## config.mk

```make
export PLATFORM = sky130hd
export DESIGN_NAME = aux_in_ctrl
export DESIGN_NICKNAME = d
export VERILOG_FILES = /design/src/core/aux_in_pkg.sv /design/src/core/aux_in_ctrl.sv
export VERILOG_INCLUDE_DIRS = /design/src /design/src/core
export SDC_FILE = /design/constraint.sdc
export NUM_CORES = 1
export LEC_CHECK = 0
export ABC_CLOCK_PERIOD_IN_PS = 7780
export BUFFER_PORTS_ARGS = -buffer_cell sky130_fd_sc_hd__buf_2
export CORE_UTILIZATION = 37
export DETAILED_ROUTE_END_ITERATION = 6
export PLACE_DENSITY = 0.57
export SYNTH_ARGS = -nofsm -noshare
export SYNTH_HDL_FRONTEND = slang
export SYNTH_SLANG_ARGS = --single-unit
```

## constraint.sdc

```tcl
create_clock -name clk -period 7.78 [get_ports clk]
set_input_delay 0.389 -clock clk [delete_from_list [all_inputs] [get_ports clk]]
set_output_delay 0.389 -clock clk [all_outputs]
set_load 0.05 [all_outputs]
```

## src/core/aux_in_cfg.svh

```systemverilog
// constants for the dedicated interlock, trigger and sync input block
`ifndef AUX_IN_CFG_SVH
`define AUX_IN_CFG_SVH
`define CLK_HZ            50000000
// register byte offsets
`define A_CTRL            8'h00
`define A_CMD             8'h04
`define A_STATUS          8'h08
`define A_FREQ            8'h0C
`define A_RANGE           8'h10
`define A_SPEED           8'h14
`define A_OFFSET          8'h18
`define A_PHB             8'h1C
`define A_PHC             8'h20
`define A_INC             8'h24
// command bit positions
`define CMD_EN            0
`define CMD_DIS           1
`define CMD_LAUNCH        2
`define CMD_SANITIZE      3
`define CMD_CLR           4
// reset values
`define AUTO_RST          1'b1
`define FREQ_RST_HZ       60
`define RANGE_RST_HZ      10
`define SPEED_RST         4'h8
// times and limits
`define TICK_US           1000
`define STATUS_PERIOD_MS  3000
`define STATUS_SHOW_MS    1000
`define COUNTDOWN_MS      5000
`define BEEP_MS           250
`define REF_FMIN_HZ       15
`define REF_FMAX_HZ       1200
`define LOCK_EDGES        4
`define LOCK_ERR          16'h0800
`endif

```

## src/core/aux_in_pkg.sv

```systemverilog
// types for the dedicated interlock, trigger and sync input block
package aux_in_pkg;
  // interlock modes
  typedef enum logic [1:0] {IL_OFF = 2'h0, IL_INHIBIT = 2'h1, IL_REMOTE = 2'h2} il_mode_t;
  // output enable sequencer states, gray along off-count-on-fault
  typedef enum logic [1:0] {ST_OFF = 2'h0, ST_COUNT = 2'h1, ST_ON = 2'h3, ST_FAULT = 2'h2} en_st_t;
  // transient launch states
  typedef enum logic [1:0] {TR_IDLE = 2'h0, TR_WAIT = 2'h1, TR_RUN = 2'h3} tr_st_t;
  // status field shown on panel
  typedef enum logic [2:0] {DISP_READY = 3'h0, DISP_ENABLED = 3'h1, DISP_FAULT = 3'h2,
                            DISP_SYNCED = 3'h3, DISP_UNSYNCED = 3'h4} disp_t;
  // control word bundle
  typedef struct packed {
    logic     sync_line;   // 1 = line reference, 0 = ttl input
    logic     sync_en;     // sync engine active
    logic     trig_mode;   // transient waits for trigger edge
    logic     auto_en;     // power-up enable policy
    il_mode_t mode;        // interlock mode
  } ctl_t;
  // three phase angles out of the generator
  typedef struct packed {
    logic [15:0] a;
    logic [15:0] b;
    logic [15:0] c;
  } phases_t;
endpackage

```

## src/core/aux_in_ctrl.sv

```systemverilog
// interlock, transient trigger and phase sync input control with apb registers
`timescale 1ns/1ns
`include "aux_in_cfg.svh"
module aux_in_ctrl
  import aux_in_pkg::*;
#(
  parameter int unsigned TICK_CYCLES  = `CLK_HZ / 1000000 * `TICK_US,
  parameter int unsigned COUNTDOWN_MS = `COUNTDOWN_MS,
  parameter int unsigned REF_PMIN     = (`CLK_HZ + `REF_FMAX_HZ - 1) / `REF_FMAX_HZ,
  parameter int unsigned REF_PMAX     = `CLK_HZ / `REF_FMIN_HZ
)(
  input  wire logic        clk,
  input  wire logic        rst_n,
  input  wire logic        psel,
  input  wire logic        penable,
  input  wire logic        pwrite,
  input  wire logic [7:0]  paddr,
  input  wire logic [31:0] pwdata,
  output logic      [31:0] prdata,
  output logic             pready,
  output logic             pslverr,
  input  wire logic        interlock_input,
  input  wire logic        transient_start_input,
  input  wire logic        sync_ttl_input,
  input  wire logic        line_ref_input,
  input  wire logic        transient_done,
  output logic             output_enable,
  output logic             interlock_fault,
  output logic             countdown_active,
  output logic             countdown_beep,
  output logic             transient_go,
  output logic             transient_running,
  output logic             transient_progress_zero,
  output logic             sync_locked,
  output disp_t            status_field,
  output phases_t          phase_out
);

  // reset tuning words for setpoint and range
  localparam logic [31:0] FREQ_RST_WORD  = 32'((64'(`FREQ_RST_HZ) << 32) / 64'(`CLK_HZ));
  localparam logic [31:0] RANGE_RST_WORD = 32'((64'(`RANGE_RST_HZ) << 32) / 64'(`CLK_HZ));
  localparam logic [11:0] PERIOD_MS      = 12'(`STATUS_PERIOD_MS);
  localparam logic [11:0] SHOW_MS        = 12'(`STATUS_SHOW_MS);
  localparam logic [15:0] CD_MS          = 16'(COUNTDOWN_MS);
  localparam logic [7:0]  BEEP_MS        = 8'(`BEEP_MS);
  localparam logic [21:0] PMIN           = 22'(REF_PMIN);
  localparam logic [21:0] PMAX           = 22'(REF_PMAX);

  // clamp a tuning word into setpoint plus or minus range
  function automatic logic [31:0] clamp_word(input logic [31:0] w, input logic [31:0] lo,
                                             input logic [31:0] hi);
    clamp_word = (w < lo) ? lo : ((w > hi) ? hi : w);
  endfunction

  // registers
  ctl_t        ctl_reg;                       // control word
  logic [31:0] freq_reg;                      // nominal_frequency_target tuning word
  logic [31:0] range_reg;                     // window half width, tuning word
  logic [3:0]  speed_reg;                     // loop gain shift
  logic [15:0] offset_reg;                    // reference_offset_setting
  logic [15:0] phb_reg;                       // phase B angle to A
  logic [15:0] phc_reg;                       // phase C angle to A
  logic [31:0] prdata_reg;                    // latched read data
  logic        pslverr_reg;                   // latched error answer

  // input synchronisers and edge detection
  logic [3:0]  meta_reg;                      // first stage, read only by second
  logic [3:0]  in_reg;                        // synchronised levels
  logic [3:0]  prev_reg;                      // previous levels
  logic [1:0]  pu_cnt_reg;                    // power-up settle count
  logic        pu_done_reg;                   // power-up event done

  // sequencers and timers
  en_st_t      en_st_reg;
  en_st_t      en_st_next;
  tr_st_t      tr_st_reg;
  tr_st_t      tr_st_next;
  logic [15:0] tick_reg;                      // divider to 1 ms enable
  logic [15:0] cd_ms_reg;                     // countdown elapsed ms
  logic [7:0]  beep_ms_reg;                   // beep half period count
  logic        beep_reg;
  logic [11:0] disp_ms_reg;                   // status rotation ms
  logic        go_reg;
  disp_t       disp_reg;

  // sync engine
  logic [31:0] acc_reg;                       // phase accumulator
  logic [31:0] inc_reg;                       // tuning word in use
  logic [21:0] per_reg;                       // cycles since last reference edge
  logic        ref_ok_reg;                    // reference period in range
  logic [2:0]  lock_cnt_reg;
  logic        locked_reg;
  phases_t     ph_reg;

  // apb decode
  wire         wr_acc   = psel & penable & pwrite;
  wire         setup    = psel & ~penable;
  wire         wr_ctrl  = wr_acc & (paddr == `A_CTRL);
  wire         wr_cmd   = wr_acc & (paddr == `A_CMD);
  wire         hit      = (paddr <= `A_INC) & (paddr[1:0] == 2'h0);
  wire         cmd_en   = wr_cmd & pwdata[`CMD_EN];
  wire         cmd_dis  = wr_cmd & pwdata[`CMD_DIS];
  wire         cmd_go   = wr_cmd & pwdata[`CMD_LAUNCH];
  wire         cmd_san  = wr_cmd & pwdata[`CMD_SANITIZE];
  wire         cmd_clr  = wr_cmd & pwdata[`CMD_CLR];

  // edges of synchronised inputs
  wire  [3:0]  rise     = in_reg & ~prev_reg;
  wire  [3:0]  fall     = ~in_reg & prev_reg;
  wire         contact  = in_reg[0];
  wire         pu_pulse = (pu_cnt_reg == 2'h3) & ~pu_done_reg;
  wire         ms_tick  = (tick_reg == 16'(TICK_CYCLES - 1));

  // interlock decisions
  wire         is_inh   = (ctl_reg.mode == IL_INHIBIT);
  wire         is_rem   = (ctl_reg.mode == IL_REMOTE);
  wire         permit   = ~is_inh | contact;
  wire         pu_on    = ctl_reg.auto_en & pu_pulse & contact;
  wire         rem_on   = is_rem & (rise[0] | pu_on);
  wire         rem_off  = is_rem & fall[0];
  wire         cd_done  = ms_tick & (cd_ms_reg == CD_MS - 16'h1);

  // output enable sequencer
  always_comb
  begin
    en_st_next = en_st_reg;
    unique case (en_st_reg)
      ST_OFF:
      begin
        if (rem_on)
          en_st_next = ST_COUNT;
        else if (cmd_en & permit)
          en_st_next = ST_ON;
      end
      ST_COUNT:
      begin
        if (cmd_dis | rem_off | ~is_rem)
          en_st_next = ST_OFF;
        else if (cd_done)
          en_st_next = ST_ON;
      end
      ST_ON:
      begin
        if (is_inh & ~contact)
          en_st_next = ST_FAULT;
        else if (cmd_dis | rem_off)
          en_st_next = ST_OFF;
      end
      ST_FAULT:
      begin
        if (cmd_clr)
          en_st_next = ST_OFF;
      end
    endcase
  end

  // transient launch sequencer
  always_comb
  begin
    tr_st_next = tr_st_reg;
    unique case (tr_st_reg)
      TR_IDLE:
      begin
        if (cmd_go)
          tr_st_next = ctl_reg.trig_mode ? TR_WAIT : TR_RUN;
      end
      TR_WAIT:
      begin
        if (rise[1])
          tr_st_next = TR_RUN;
      end
      TR_RUN:
      begin
        if (transient_done)
          tr_st_next = TR_IDLE;
      end
      default:
        tr_st_next = TR_IDLE;
    endcase
  end

  // sync engine decode
  wire         ref_rise = ctl_reg.sync_line ? rise[3] : rise[2];
  wire         ref_lost = (per_reg > PMAX);
  wire         per_ok   = (per_reg >= PMIN) & (per_reg <= PMAX);
  wire  [15:0] err      = offset_reg - acc_reg[31:16];
  wire  [15:0] err_abs  = err[15] ? 16'(-err) : err;
  wire  [31:0] err_ext  = {{16{err[15]}}, err};
  wire  [31:0] f_adj    = 32'($signed(err_ext) >>> speed_reg);
  wire  [31:0] p_kick   = 32'($signed({err, 16'h0000}) >>> speed_reg);
  wire         track    = ctl_reg.sync_en & ref_rise & per_ok;
  wire  [31:0] w_lo     = freq_reg - range_reg;
  wire  [31:0] w_hi     = freq_reg + range_reg;
  wire  [31:0] inc_raw  = track ? (inc_reg + f_adj) : inc_reg;
  wire  [31:0] inc_sel  = ctl_reg.sync_en ? inc_raw : freq_reg;
  wire  [31:0] inc_next = clamp_word(inc_sel, w_lo, w_hi);
  wire         in_win   = (clamp_word(inc_raw, w_lo, w_hi) == inc_raw);
  wire  [31:0] acc_next = acc_reg + inc_reg + (track ? p_kick : 32'h0);
  wire         good     = track & (err_abs < `LOCK_ERR) & in_win;

  // status field selection
  wire         show_syn = locked_reg & (disp_ms_reg < SHOW_MS);
  wire         unsyn    = ctl_reg.sync_en & ~locked_reg;
  wire  disp_t base     = (en_st_reg == ST_FAULT) ? DISP_FAULT :
                          ((en_st_reg == ST_ON) ? DISP_ENABLED : DISP_READY);
  wire  disp_t disp_nx  = unsyn ? DISP_UNSYNCED : (show_syn ? DISP_SYNCED : base);

  // read mux
  wire  [31:0] st_word  = {24'h0, contact, (en_st_reg == ST_COUNT), ref_ok_reg,
                           (tr_st_reg == TR_RUN), (tr_st_reg == TR_WAIT), locked_reg,
                           (en_st_reg == ST_FAULT), (en_st_reg == ST_ON)};
  logic [31:0] rdata;
  always_comb
  begin
    rdata = 32'h0;
    unique case (paddr)
      `A_CTRL:   rdata = {26'h0, ctl_reg};
      `A_STATUS: rdata = st_word;
      `A_FREQ:   rdata = freq_reg;
      `A_RANGE:  rdata = range_reg;
      `A_SPEED:  rdata = {28'h0, speed_reg};
      `A_OFFSET: rdata = {16'h0, offset_reg};
      `A_PHB:    rdata = {16'h0, phb_reg};
      `A_PHC:    rdata = {16'h0, phc_reg};
      `A_INC:    rdata = inc_reg;
      default:   rdata = 32'h0;
    endcase
  end

  // apb answer latched in the setup cycle, zero wait states
  always_ff @(posedge clk or negedge rst_n)
  begin
    if (!rst_n)
    begin
      prdata_reg  <= 32'h0;
      pslverr_reg <= 1'b0;
    end
    else if (setup)
    begin
      prdata_reg  <= (pwrite | ~hit) ? 32'h0 : rdata;
      pslverr_reg <= ~hit;
    end
  end

  // configuration registers, sanitize overrides remote settings
  always_ff @(posedge clk or negedge rst_n)
  begin
    if (!rst_n)
    begin
      ctl_reg    <= '{sync_line: 1'b0, sync_en: 1'b0, trig_mode: 1'b0,
                      auto_en: `AUTO_RST, mode: IL_OFF};
      freq_reg   <= FREQ_RST_WORD;
      range_reg  <= RANGE_RST_WORD;
      speed_reg  <= `SPEED_RST;
      offset_reg <= 16'h0;
      phb_reg    <= 16'h0;
      phc_reg    <= 16'h0;
    end
    else
    begin
      if (cmd_san)
      begin
        ctl_reg.auto_en <= 1'b1;
        if (is_rem)
          ctl_reg.mode <= IL_OFF;
      end
      else if (wr_ctrl)
        ctl_reg <= ctl_t'(pwdata[5:0]);
      if (wr_acc & (paddr == `A_FREQ))
        freq_reg <= pwdata;
      if (wr_acc & (paddr == `A_RANGE))
        range_reg <= pwdata;
      if (wr_acc & (paddr == `A_SPEED))
        speed_reg <= pwdata[3:0];
      if (wr_acc & (paddr == `A_OFFSET))
        offset_reg <= pwdata[15:0];
      if (wr_acc & (paddr == `A_PHB))
        phb_reg <= pwdata[15:0];
      if (wr_acc & (paddr == `A_PHC))
        phc_reg <= pwdata[15:0];
    end
  end

  // two-flop synchronisers and power-up settle
  always_ff @(posedge clk or negedge rst_n)
  begin
    if (!rst_n)
    begin
      meta_reg    <= 4'h0;
      in_reg      <= 4'h0;
      prev_reg    <= 4'h0;
      pu_cnt_reg  <= 2'h0;
      pu_done_reg <= 1'b0;
    end
    else
    begin
      meta_reg <= {line_ref_input, sync_ttl_input, transient_start_input,
                   interlock_input};
      in_reg   <= meta_reg;
      prev_reg <= in_reg;
      if (pu_cnt_reg != 2'h3)
        pu_cnt_reg <= pu_cnt_reg + 2'h1;
      if (pu_pulse)
        pu_done_reg <= 1'b1;
    end
  end

  // sequencer state and millisecond timers
  always_ff @(posedge clk or negedge rst_n)
  begin
    if (!rst_n)
    begin
      en_st_reg   <= ST_OFF;
      tr_st_reg   <= TR_IDLE;
      go_reg      <= 1'b0;
      tick_reg    <= 16'h0;
      cd_ms_reg   <= 16'h0;
      beep_ms_reg <= 8'h0;
      beep_reg    <= 1'b0;
      disp_ms_reg <= 12'h0;
      disp_reg    <= DISP_READY;
    end
    else
    begin
      en_st_reg <= en_st_next;
      tr_st_reg <= tr_st_next;
      go_reg    <= (tr_st_next == TR_RUN) & (tr_st_reg != TR_RUN);
      tick_reg  <= ms_tick ? 16'h0 : tick_reg + 16'h1;
      disp_reg  <= disp_nx;
      // countdown with beeping while waiting to enable
      if (en_st_reg != ST_COUNT)
      begin
        cd_ms_reg   <= 16'h0;
        beep_ms_reg <= 8'h0;
        beep_reg    <= 1'b0;
      end
      else if (ms_tick)
      begin
        cd_ms_reg <= cd_ms_reg + 16'h1;
        if (beep_ms_reg == BEEP_MS - 8'h1)
        begin
          beep_ms_reg <= 8'h0;
          beep_reg    <= ~beep_reg;
        end
        else
          beep_ms_reg <= beep_ms_reg + 8'h1;
      end
      // three second rotation of the status field
      if (ms_tick)
        disp_ms_reg <= (disp_ms_reg == PERIOD_MS - 12'h1) ? 12'h0 : disp_ms_reg + 12'h1;
    end
  end

  // phase lock engine and waveform phase generation
  always_ff @(posedge clk or negedge rst_n)
  begin
    if (!rst_n)
    begin
      acc_reg      <= 32'h0;
      inc_reg      <= FREQ_RST_WORD;
      per_reg      <= 22'h0;
      ref_ok_reg   <= 1'b0;
      lock_cnt_reg <= 3'h0;
      locked_reg   <= 1'b0;
      ph_reg       <= '0;
    end
    else
    begin
      acc_reg <= acc_next;
      inc_reg <= inc_next;
      // reference period measurement, saturates once lost
      if (ref_rise)
      begin
        per_reg    <= 22'h0;
        ref_ok_reg <= per_ok;
      end
      else if (!ref_lost)
        per_reg <= per_reg + 22'h1;
      else
        ref_ok_reg <= 1'b0;
      // lock qualification over consecutive reference edges
      if (!ctl_reg.sync_en || ref_lost)
      begin
        lock_cnt_reg <= 3'h0;
        locked_reg   <= 1'b0;
      end
      else if (ref_rise)
      begin
        if (!good)
        begin
          lock_cnt_reg <= 3'h0;
          locked_reg   <= 1'b0;
        end
        else if (lock_cnt_reg == 3'(`LOCK_EDGES - 1))
          locked_reg <= 1'b1;
        else
          lock_cnt_reg <= lock_cnt_reg + 3'h1;
      end
      ph_reg.a <= acc_next[31:16];
      ph_reg.b <= acc_next[31:16] + phb_reg;
      ph_reg.c <= acc_next[31:16] + phc_reg;
    end
  end

  // outputs
  assign prdata                  = prdata_reg;
  assign pready                  = 1'b1;
  assign pslverr                 = pslverr_reg;
  assign output_enable           = (en_st_reg == ST_ON);
  assign interlock_fault         = (en_st_reg == ST_FAULT);
  assign countdown_active        = (en_st_reg == ST_COUNT);
  assign countdown_beep          = beep_reg;
  assign transient_go            = go_reg;
  assign transient_running       = (tr_st_reg != TR_IDLE);
  assign transient_progress_zero = (tr_st_reg == TR_WAIT);
  assign sync_locked             = locked_reg;
  assign status_field            = disp_reg;
  assign phase_out               = ph_reg;

endmodule // aux_in_ctrl

```

# == Word-level counts from Yosys, hierarchy flattened ==
# Cells that the tools add are included.
# totals
ff_bits,370
input_bits,50
out_inout_bits,93
word_cells,221
# classes
n_addsub,16
n_eq_ne,35
reduce_logical,18
n_mux,53
bitwise,51
n_shift,2
magnitude_cmp,10
# op_table
cell,count
$pmux W32 S9,1
$mux W32,8
$add A32 B32 Y32,4
$gt A32 B32 Y1,2
$lt A32 B32 Y1,2
$mux W16,4
$mux W22,2
$and A1 B1 Y1,34
$add A16 B1 Y16 const B,2
$add A16 B16 Y16,2
$eq A32 B32 Y1,1
$eq A8 B5 Y1 const B,4
$sshr A16 B4 Y32,1
$sshr A32 B4 Y32,1
$sub A32 B32 Y32,1
$mux W2,14
$mux W8,3
$add A22 B1 Y22 const B,1
$ge A22 B16 Y1 const B,1
$gt A22 B22 Y1 const B,1
$le A22 B22 Y1 const B,1
$mux W3,7
$eq A16 B13 Y1 const B,1
$eq A16 B16 Y1 const B,1
other kinds (36),86

# == Depth between registers and ports, before layout ==
# Gate-level depths: netlist of the first run.
# logic_depth
ltp_word,14
mapped_depth,45

# == Least setup slack after synthesis of the first run ==
# OpenSTA, ideal clock, no wires.
# synth_timing
path_kind,reg-to-reg
startpoint,register offset_reg[0]
endpoint,register lock_cnt_reg[1]
arrival_time_ns,8.321
setup_ns,0.082
setup_slack_ns,-0.623
n_path_buf,0
stages_incl_launch_ff,42
synth_period_minus_slack_ns,8.403
cell_sequence,dfrtp_1 -> inv_1 -> ha_1 -> inv_1 -> fa_1 -> a21o_1 -> a21oi_1 -> o21a_1 -> o21ai_0 -> a31o_2 -> xnor2_1 -> nor2_1 -> a21oi_1 -> mux2i_1 -> mux2_2 -> nand2_1 -> o21ai_0 -> ha_1 -> [6 not listed] -> nor4bb_1 -> o21a_1 -> or4_1 -> and3_1 -> inv_1 -> ha_1 -> nand2_1 -> or4_1 -> nor3_1 -> nand2_1 -> o21ai_1 -> o31ai_1 -> a221oi_2 -> o2111ai_1 -> or4_4 -> nor4b_2 -> a32oi_1 -> o22ai_1
# synth_via
elab_chain_cells,12
elab_cells_between_ends,19
classes_between,3 x add/sub; 3 x order compare; 2 x eq/ne; 1 x shift; 7 x mux; 2 x bitwise; 1 x reduce/logical
# synth_rtl
element,line_no,rtl
start: declaration,aux_in_ctrl.sv:60,logic [15:0] offset_reg;
start signal: assignment,aux_in_ctrl.sv:276,offset_reg <= pwdata[15:0];
$sub A16 B16 Y16 (*),aux_in_ctrl.sv:186,wire [15:0] err = offset_reg - acc_reg[31:16];
$sshr A16 B4 Y32,aux_in_ctrl.sv:189,wire [31:0] f_adj = 32'($signed(err_ext) >>> speed_reg);
$add A32 B32 Y32,aux_in_ctrl.sv:194,wire [31:0] inc_raw = track ? (inc_reg + f_adj) : inc_reg;
$mux W32,aux_in_ctrl.sv:194,
$gt A32 B32 Y1,aux_in_ctrl.sv:52,clamp_word = (w < lo) ? lo : ((w > hi) ? hi : w);
$mux W32 (2 in a row),aux_in_ctrl.sv:52,
$eq A32 B32 Y1,aux_in_ctrl.sv:197,"wire in_win = (clamp_word(inc_raw, w_lo, w_hi) == inc_raw);"
$and A1 B1 Y1 (*),aux_in_ctrl.sv:199,wire good = track & (err_abs < `LOCK_ERR) & in_win;
$mux W3,aux_in_ctrl.sv:389,if (!good)
$mux W3,aux_in_ctrl.sv:387,else if (ref_rise)
$mux W3,aux_in_ctrl.sv:382,if (!ctl_reg.sync_en || ref_lost)
end signal: assignment,aux_in_ctrl.sv:397,lock_cnt_reg <= lock_cnt_reg + 3'h1;
end: declaration,aux_in_ctrl.sv:91,logic [2:0] lock_cnt_reg;
# Mark *: on every way between the ends. The rest lies on a longest branch, timed or not. The select of a mux whose other input is x is not followed.
# A chain may end at the register's enable or synchronous reset.

# == Worst setup path after layout of the first run ==
# layout_timing
startpoint,register offset_reg[0]
endpoint,register lock_cnt_reg[0]
# The elaborated chain is that of the path after synthesis.

==> impl_results.md, run 1 <==
- R2r endpoint: lock_cnt_reg[0]
- Worst-Margin Slew: around 1 ns
- H-tree Lvls: 2
- Worst Setup SP: offset_reg[0]
- Clk_lat worst skew: 0.63 ns
- GRT Util Overall: roughly a quarter
- Setup-failing EPs final: 41
- Total core area: between 70000 and 80000 µm²
- Drt drc: 0
- Synthesis warning total: 0
- Clock-pin slew on the worst setup and hold paths: 0.06 ns
- Final WS setup: -0.636 ns
- Reg2reg start: offset_reg[0]
- Startpoint types: flop
- Register area share after synthesis: approximately 31%
- Drt wl/cell: 20.8 µm
- Register area: 8880 µm²
- # Max-Cap Violations: 0
- Crit Path Category: flop to flop
- Pre-antenna DRT Iters: 7
- Max clock buf depth: 3
- Top FF cell, synth: dfrtp_1
- Largest register FFs: 47
- Port Buffer Count: 141
- Fmax achieved: 119 MHz
- Core Rows: 102
- Initial core utilization: 37.3%
- Placement Setup Slack: -0.863 ns
- Io pins: ~140
- Placer Congestion: around 0.98
- CTS root buffer: clkbuf_16
- Min-delay worst type: input port to flop
- Final ANT Viol Nets: 0
- Slew headroom: a little under a third
- Fillers: 7561
- Cell Area, Synth: 28900 µm²
- Syn_nets: 3606
- EDFF count, synth: 0
- Setup TNS: -10.19 ns
- Synth cell types: 87
- N_diodes: 0
- Area of the multi-input gates: 19500 µm²
- First-pass GRT wire length: 152000 µm
- Die area: 79100 µm²
- Arr. time, crit path: 8.94 ns
- Max stage delay on crit path: ~0.65 ns
- Die height: approximately 280 µm
- Post-Synthesis Cells: 3213
- Fin crit share: 108%
- Worst R2R Setup Slack: -0.64 ns
- Total CTS buffers: between 40 and 50
- DR vias/cell: 5.49
- RSZ-0062 raised after global routing: yes
- Maximum vdd drop: roughly 0.32 mV
- Yosys reg bits: ~350
- R2R cell count: 46
- Largest net degree at the start of global routing: 145
- Area delta synth->final: 26.5%
- Power Total: 0.0137 W
- Leak: about 18 nW
- Slowest CP cell: or4_4
- Fin nets: 4145
- Crit path capture: lock_cnt_reg[0]
- Crit end category: flop
- Synth top area share: 29.3%
- PD cells: 375 nW/µm²
- Largest cells by area after synthesis: dfrtp_1, ha_1, mux2_2
- Yosys top cell by area: dfrtp_1
- DIE WIDTH: 281 µm
- Vias in the first global route: 25700
- Async S/R FF share, synth: 100%
- Total grt overflow: 0
- CTS tree: built
- DP Wirelength: 79000 µm
- Failing checks: setup timing
- Required time worst endpoint: just over 8 ns
- Final worst path period need: 8.42 ns
- Total Routed Length: 100000 µm
- CP most frequent cell: o21ai_2
- Fin. max-slew vios: 0
- CTS sink count: 354
- Final Hold Fails: 0
- Run status: complete, but fails checks
- Final Skew: 0.0460 ns
- Initial drt markers: 2188
- Avg Inst Size Synth: 8.98 µm²
- Share of cells above drive strength 1: between 20% and 30%
- Max FO, Critical Path: 5
- Vias: 26500
- Initial antenna violation count: 2
logic make-up after synthesis:
group                    count (synthesis)  synth area share, %
multiplexers                           200                 7.56
XOR/XNOR                               221                 6.71
buffers and inverters                  317                 4.40
AO/OA/AOI/OAI                          818                 18.5
flip-flops                             354                 30.8
AND/OR/NAND/NOR                        959                 16.2
adder cells (fa/ha/maj)                343                 15.8
other                                    1               0.0130
power by group:
group	internal (W)	total [W]	switching, W	leakage, nW
sequential	0.00214	0.00252	0.000380	4.63
clock	0.00138	0.00231	0.000934	0.795
combinational	0.00400	0.00884	0.00484	12.1
total	0.00752	0.0137	0.00616	17.5
critical path: cells and delay by family (launching register included):
family	cells	cell delay [ns]
mux	4	0.76
buf+inv	6	0.59
flops	1	0.37
fa+ha+maj	5	1.20
simple gates	12	2.53
compound gates	19	2.85
layout by cell type (no fill, tap or decap), drive strengths merged, types with 16 or more instances in the layout:
master  netlist  final
a222oi       22     22
nor3         79     79
a22oi        36     36
o31ai        24     24
nand4        46     46
nand3        84     84
nand2       229    229
a221oi       19     19
mux2i        65     65
nand2b       38     38
and2         31     31
nor4         17     17
nor2        274    274
fa           37     37
a31oi        26     26
o21a         30     30
o211ai       20     20
and3         25     25
clkbuf       97     55
xor2         63     63
xnor2       158    158
a21o         53     53
or3          25     25
inv         187    191
o21bai       45     45
o21ai       181    181
buf          32    613
a211oi       18     18
dfrtp       338    338
dfstp        16     16
ha          306    306
nor2b        34     34
a21oi       225    225
mux2        134    134
stage by stage:
stage	std cells	hold slack (ns)	utilization [%]	instance area [µm²]
3_3_place_gp	4710	0.334	43.8	33800
4_1_cts	4800	0.0128	46.2	35700
6_report	4827	0.0365	47.2	36500
3_5_place_dp	4710	0.336	43.8	33800
5_1_grt	4827	0.0262	47.2	36500
2_1_floorplan	3213	0.0934	-	29000
timing repair:
item | CTS | global route
buffers inserted | 3 | 26
gates resized for setup | 45 | 110
pin swaps | 25 | 61
hold buffers | 6 | 0
setup endpoints to repair | 48 | 52
cloned | 0 | 3
hold endpoints to repair | 101 | 0
how the worst min path moves through the flow:
stage / start / to / slack, ns / cells past startpoint
floorplan: rst_n / acc_reg[0] / 0.09 / 0
global placement: meta_reg[3] / in_reg[3] / 0.33 / 0
detailed placement: meta_reg[3] / in_reg[3] / 0.34 / 0
CTS: pwdata[27] / freq_reg[27] / 0.01 / 2
global route: pwdata[27] / freq_reg[27] / 0.03 / 2
finish: pwdata[27] / freq_reg[27] / 0.04 / 2
metal layers:
metal | share of wire, % | track usage, % | wire, µm | vias up
li1 | - | - | - | 12700
met1 | 45 | 34.6 | 45400 | 12900
met2 | 46 | 40.3 | 46000 | 707
met3 | 5.9 | 3.94 | 5910 | 132
met4 | 2.9 | 6.74 | 2920 | 4
met5 | 0.027 | 0 | 27 | -
synth_stat cells (26+ instances only):
master    number
a21o_1        53
a21oi_1      225
a22oi_1       36
a31oi_1       26
and2_1        31
clkbuf_1      97
dfrtp_1      338
fa_1          37
ha_1         306
inv_1        187
mux2_2       134
mux2i_1       65
nand2_1      229
nand2b_1      38
nand3_1       83
nand4_1       46
nor2_1       274
nor2b_1       34
nor3_1        78
o21a_1        30
o21ai_0      175
o21bai_1      45
xnor2_1      158
xor2_1        63
layout make-up:
class	instances	share of cell area, %
clock buffer	52	3.26
clock inverter	29	1.20
inverter	188	1.94
multi-input combinational	2542	53.3
sequential	354	24.3
tap	1040	3.56
timing repair buffer	622	12.4
No activity file was read; power rests on OpenSTA's default activity.
==> run 2: changes to the inputs <==
- ABC_CLOCK_PERIOD_IN_PS: 7780 -> 9500
- PLACE_DENSITY: 0.57 -> 0.55
- RECOVER_POWER: not set -> 100
- clock period: 7.78 -> 9.5 ns (I/O delays scaled with it)
==> run 2 against run 1 <==
The run ends with capacitance limit, slew limit left. Worst hold slack gained 0.021 ns. Clock-buffer cell count increased by 9. Non-clock buffer count shrank 386. Maximum frequency down 7.4%. Total power down 30%. Critical path type unchanged. Largest cell class unchanged.
==> impl_results.md, run 2 (same netlist as run 1, synthesis figures left out) <==
- Flop pwr share: 21.9%
- Worst-Margin Slew: 4.80 ns
- Required time worst endpoint: 9.99 ns
- Post-Place Cells: between 4000 and 5000
- Final Hold Fails: 0
- Met2 usage: between 30% and 40%
- DR vias/cell: between 5 and 6
- Maximum vdd drop: around 0.21 mV
- Total core area: around 77000 µm²
- Initial core utilization: 37.3%
- # Max-Cap Violations: 7
- Commonest non-fill, non-tap cell in the layout: dfrtp_1
- Crit end category: flop
- Io pins: 143
- Fin crit share: 95.7%
- Core Rows: around 100
- Met3 Use GR: 2.66%
- Fin cells: 4442
- Area of the multi-input gates: 19000 µm²
- Vias in the first global route: 24400
- Initial antenna violation count: 3
- Fmax achieved: 110 MHz
- CTS sink count: 354
- Startpoint types: flop
- Die height: 281 µm
- Fillers: 7755
- Net Sw Power: 0.00467 W
- R2R cell count: 41
- Reg2reg start: offset_reg[0]
- Most frequent cells in the layout: dfrtp_1, ha_1, nor2_1, nand2_1, a21oi_1
- Vias: roughly 25000
- Largest net degree at the start of global routing: roughly 150
- Hold Crit Depth: 2
- Largest register FFs: 47
- GRT Util Overall: between 20 and 25%
- Share of cells above drive strength 1: approximately an eighth
- Leak: 15.1 nW
- Max FO, Critical Path: 28
- Register area: 8880 µm²
- Max stage delay on crit path: 0.75 ns
- Area delta synth->final: 13.6%
- Total CTS buffers: 44
- Port Buffer Count: 141
- Run status: complete, but fails checks
- Drt wl/cell: 21.8 µm
- Slew headroom: -220%
- R2r endpoint: inc_reg[3]
- Setup-failing EPs final: 0
- Total grt overflow: 0
- Total Routed Length: 96800 µm
- Fin. max-slew vios: about 340
- Arr. time, crit path: around 9.6 ns
- Placer Congestion: 0.945
- CTS tree: built
- Crit path max-delay family: compound AO/OA/AOI/OAI gates
- DIE WIDTH: 281 µm
- Fin Hold WS: 0.0574 ns
- Initial drt markers: 2150
- First-pass GRT wire length: 149000 µm
- Final Skew: 0.0536 ns
- CTS root buffer: clkbuf_16
- Final worst path period need: 9.09 ns
- CP most frequent cell: a21o_1
- Finished Core Util: 42.4%
- Gate power share: between 50% and 60%
- Crit Path Category: flop to flop
- Fin nets: 3759
- Buf/Inv on CP: 5
- Hold-critical path endpoint: tr_st_reg[1]
- Drt drc: 0
- Most used routing layer: met2
- Clk_lat worst skew: 0.62 ns
- Worst R2R Setup Slack: 0.41 ns
- PD cells: 292 nW/µm²
- Max clock buf depth: 3
- Die area: 79100 µm²
- Clock share of power: 19.3%
- Internal Power: 0.00492 W
- Pre-antenna DRT Iters: 7
- Slowest CP cell: o31a_1
- Met1 usage: 34.7%
- Clock-pin slew on the worst setup and hold paths: 0.06 ns
- H-tree Lvls: 2
- Switching Fraction: 48.7%
- Min-delay worst type: input port to flop
- Final ANT Viol Nets: 0
- Hold Startpoint: transient_done
- Failing checks: capacitance limit, slew limit
- DP Wirelength: 75900 µm
run 2: cell count changes in the layout (fill, tap and decap cells not counted), moves of 5 or more:
cell	before	now
clkbuf_1	2	113
nor2_2	10	5
a21oi_2	33	8
o21ai_1	19	9
nor2_1	263	269
a21oi_1	190	217
buf_12	9	3
clkinv_2	10	5
buf_4	460	74
o21bai_1	40	45
ha_1	299	304
buf_2	140	47
o21bai_2	5	0
o21ai_0	151	166
run 2: timing repair:
action | CTS | global route
gates cloned | 0 | 1
hold buffers | 5 | 0
gates resized for setup | 1 | 68
pin swaps | 1 | 15
setup buffers | 2 | 7
endpoints found under the setup margin | 4 | 39
hold endpoints to repair | 80 | 0
run 2: worst max path at each step:
stage	from	to	slack (ns)	cells after the start
after floorplan	offset_reg[0]	lock_cnt_reg[1]	1.10	41
after global placement	offset_reg[0]	lock_cnt_reg[1]	-0.002	40
after detailed placement	offset_reg[0]	lock_cnt_reg[0]	-0.17	40
after CTS	offset_reg[0]	lock_cnt_reg[0]	0.01	42
after global routing	offset_reg[0]	lock_cnt_reg[0]	-0.05	43
final	offset_reg[0]	inc_reg[3]	0.41	41
run 2: per-stage QoR:
step	instance area [µm²]	setup TNS, ns	setup slack [ns]	power, W
final	32800	0	0.413	0.00959
after global routing	32800	-0.191	-0.0464	0.0102
after CTS	32600	0	0.00991	0.00943
after detailed placement	31000	-0.600	-0.171	0.00751
after global placement	31000	-0.00203	-0.00203	0.00752
after floorplan	28900	0	1.10	0.00583
run 2: power groups by stage:
stage,logic [W],clock network (W),registers [W]
2_1_floorplan,0.00364,0,0.00219
3_3_place_gp,0.00540,0,0.00212
3_5_place_dp,0.00540,0,0.00211
4_1_cts,0.00545,0.00189,0.00209
5_1_grt,0.00618,0.00195,0.00211
6_report,0.00565,0.00185,0.00210
run 2: worst reg2reg max path: cells and delay by family (launching register included):
kind,cells,cell delay (ns)
AO/OA/AOI/OAI,23,5.50
flip-flops,1,0.40
XOR/XNOR,1,0.27
AND/OR/NAND/NOR,6,0.48
adder cells (fa/ha/maj),4,1.17
multiplexers,2,0.43
buffers and inverters,5,0.74
run 2: layer usage:
layer  up-vias  wire, µm
met2       665     44700
met1     12400     44700
li1      12000         -
met3       103      5320
met5         -         0
met4         0      2080
run 2: layout make-up:
class	instances	share of cell area [%]
antenna	2	0.0153
clock buffer	61	3.86
clock inverter	19	0.995
inverter	188	2.15
multi-input combinational	2542	58.0
sequential	354	27.1
tap	1040	3.97
timing repair buffer	236	3.99
==> run 3: changes to the inputs <==
--- a/config.mk
+++ b/config.mk
@@ -8,3 +8,3 @@
 export LEC_CHECK = 0
-export ABC_CLOCK_PERIOD_IN_PS = 9500
+export ABC_CLOCK_PERIOD_IN_PS = 10100
 export BUFFER_PORTS_ARGS = -buffer_cell sky130_fd_sc_hd__buf_2
==> constraint.sdc (replaced) <==
create_clock -name clk -period 10.1 [get_ports clk]
set_input_delay 1.01 -clock clk [delete_from_list [all_inputs] [get_ports clk]]
set_output_delay 1.01 -clock clk [all_outputs]
set_load 0.05 [all_outputs]
==> run 3 against run 2 <==
The flow still finishes with violations (capacitance limit, slew limit). Maximum frequency decreased by 4.1%. Worst setup slack improved by 0.22 ns. Clock power decreased by 5%. Combinational power decreased by 10%. Wire length decreased by 0.85%.
==> impl_results.md, run 3 (same netlist as run 1, synthesis figures left out) <==
- Worst Setup SP: offset_reg[0]
- Maximum vdd drop: ~0.22 mV
- R2R cell count: 41
- Reg2reg start: offset_reg[0]
- Worst-Margin Slew: 4.17 ns
- Final ANT Viol Nets: 0
- Largest net degree at the start of global routing: 161
- CTS sink count: 354
- Io pins: 143
- Fin crit share: 93.8%
- Final worst path period need: 9.47 ns
- Port Buffer Count: between 100 and 150
- Worst R2R Setup Slack: 0.63 ns
- Pre-antenna DRT Iters: 5
- Clk_lat worst skew: 0.63 ns
- Crit end category: flop
- Fin. max-slew vios: 498
- CTS root buffer: clkbuf_16
- Fin Hold WS: 0.348 ns
- Required time worst endpoint: approximately 11 ns
- Slew headroom: -178%
- Clock-pin slew on the worst setup and hold paths: 0.06 ns
- Commonest non-fill, non-tap cell in the layout: dfrtp_1
- Post-Place Cells: between 4000 and 5000
- Die area: 79100 µm²
- Total Routed Length: 96000 µm
- Vias: ~25000
- Initial drt markers: 2053
- Hold-critical path endpoint: in_reg[1]
- Leak: 14.9 nW
- Fin cells: 4419
- Min-delay worst type: flop to flop
- CTS Hold Bufs: 0
- GRT Util Overall: 24.0%
- Drt wl/cell: 21.7 µm
- Max FO, Critical Path: 5
- Most frequent cells in the layout: dfrtp_1, ha_1, nor2_1, nand2_1, a21oi_1
- Largest register FFs: 47
- Initial antenna violation count: 3
- Arr. time, crit path: 9.97 ns
- R2r endpoint: lock_cnt_reg[1]
- Total core area: 77300 µm²
- Hold Crit Depth: 0
- Crit Path Category: flop to flop
- Final Hold Fails: 0
- Core Rows: 102
- Startpoint types: flop
- Setup-failing EPs final: 0
- Slowest CP cell: or4_4
- Max stage delay on crit path: 0.61 ns
- RSZ-0062 raised after global routing: no
- Die height: 281 µm
- CP most frequent cell: o21ai_0
- Failing checks: capacitance limit, slew limit
- Total grt overflow: 0
- Initial core utilization: 37.3%
- Share of cells above drive strength 1: 11.0%
- Area delta synth->final: 12.2%
- Placer Congestion: 0.988
- CTS tree: built
- Drt drc: 0
- Total CTS buffers: 46
- Fmax achieved: 106 MHz
- Max clock buf depth: 3
- Fin nets: around 3700
- Finished Core Util: 41.9%
- Power Total: 0.00881 W
- Hold Startpoint: meta_reg[1]
- First-pass GRT wire length: approximately 150000 µm
- DP Wirelength: 75400 µm
- PD cells: roughly 270 nW/µm²
- H-tree Lvls: 2
- DIE WIDTH: ~280 µm
- Final Skew: between 0.05 and 0.06 ns
- # Max-Cap Violations: 8
- DR vias/cell: between 5 and 6
- Vias in the first global route: 23800
- Run status: complete, but fails checks
[run 3: changes by cell type in the layout (fill, tap and decap cells not counted), moves of 3 or more]
| cell | previous run | this run |
|---|---|---|
| a21oi_2 | 8 | 1 |
| o21ai_0 | 166 | 172 |
| o21ai_2 | 6 | 2 |
| dlygate4sd3_1 | 5 | 0 |
| nor3_1 | 74 | 78 |
| clkbuf_2 | 0 | 3 |
| buf_4 | 74 | 50 |
| a21oi_1 | 217 | 224 |
[run 3: area by class of cell]
| type | instances | area (µm²) |
|---|---|---|
| antenna | 2 | 5.00 |
| inverter | 188 | 706 |
| fill | 7844 | 45000 |
| tap | 1040 | 1300 |
| multi-input combinational | 2542 | 18800 |
| clock inverter | 19 | 312 |
| timing repair buffer | 207 | 1070 |
| sequential | 354 | 8880 |
| clock buffer | 67 | 1340 |
[run 3: metrics by stage]
stage               setup WS (ns)  area, µm²  setup TNS (ns)
floorplan                    1.70      28900               0
CTS                         0.113      32500               0
finish                      0.629      32400               0
detailed placement        -0.0327      30800         -0.0800
global route               0.0272      32400               0
global placement            0.196      30800               0
[run 3: how the worst max path moves through the flow]
stage                                  to  slack (ns)
after floorplan           lock_cnt_reg[1]        1.70
after global placement    lock_cnt_reg[1]        0.20
after detailed placement  lock_cnt_reg[1]       -0.03
after CTS                 lock_cnt_reg[1]        0.11
after global routing      lock_cnt_reg[1]        0.03
final                     lock_cnt_reg[1]        0.63
[run 3: per-layer routing]
layer	wire (µm)	track usage, %	up-vias
met5	0	0	-
met4	2700	7.04	0
met3	5520	3.42	121
met2	44000	38.6	676
met1	43800	33.4	12200
li1	-	-	11900
[run 3: what timing repair did]
item / in CTS / in global routing
resized for setup: 1 / 14
pin swaps: 0 / 3
hold endpoints to repair: 0 / 0
setup buffers: 0 / 4
endpoints found under the setup margin: 4 / 5
[run 3: report_power, final]
group	leakage [nW]	internal (W)	switching [W]
clock network	0.799	0.00106	0.000698
registers	4.63	0.00165	0.000322
logic	9.49	0.00182	0.00325
total	14.9	0.00454	0.00427
[run 3: worst max-delay path: cells and delay by family (launching register included)]
family / cells / cell delay [ns]
buffers and inverters: 3 / 0.29
adders and majority gates: 5 / 1.40
and+or+nand+nor: 12 / 3.13
AOI/OAI and AO/OA: 18 / 3.41
DFF: 1 / 0.40
muxes: 3 / 0.72
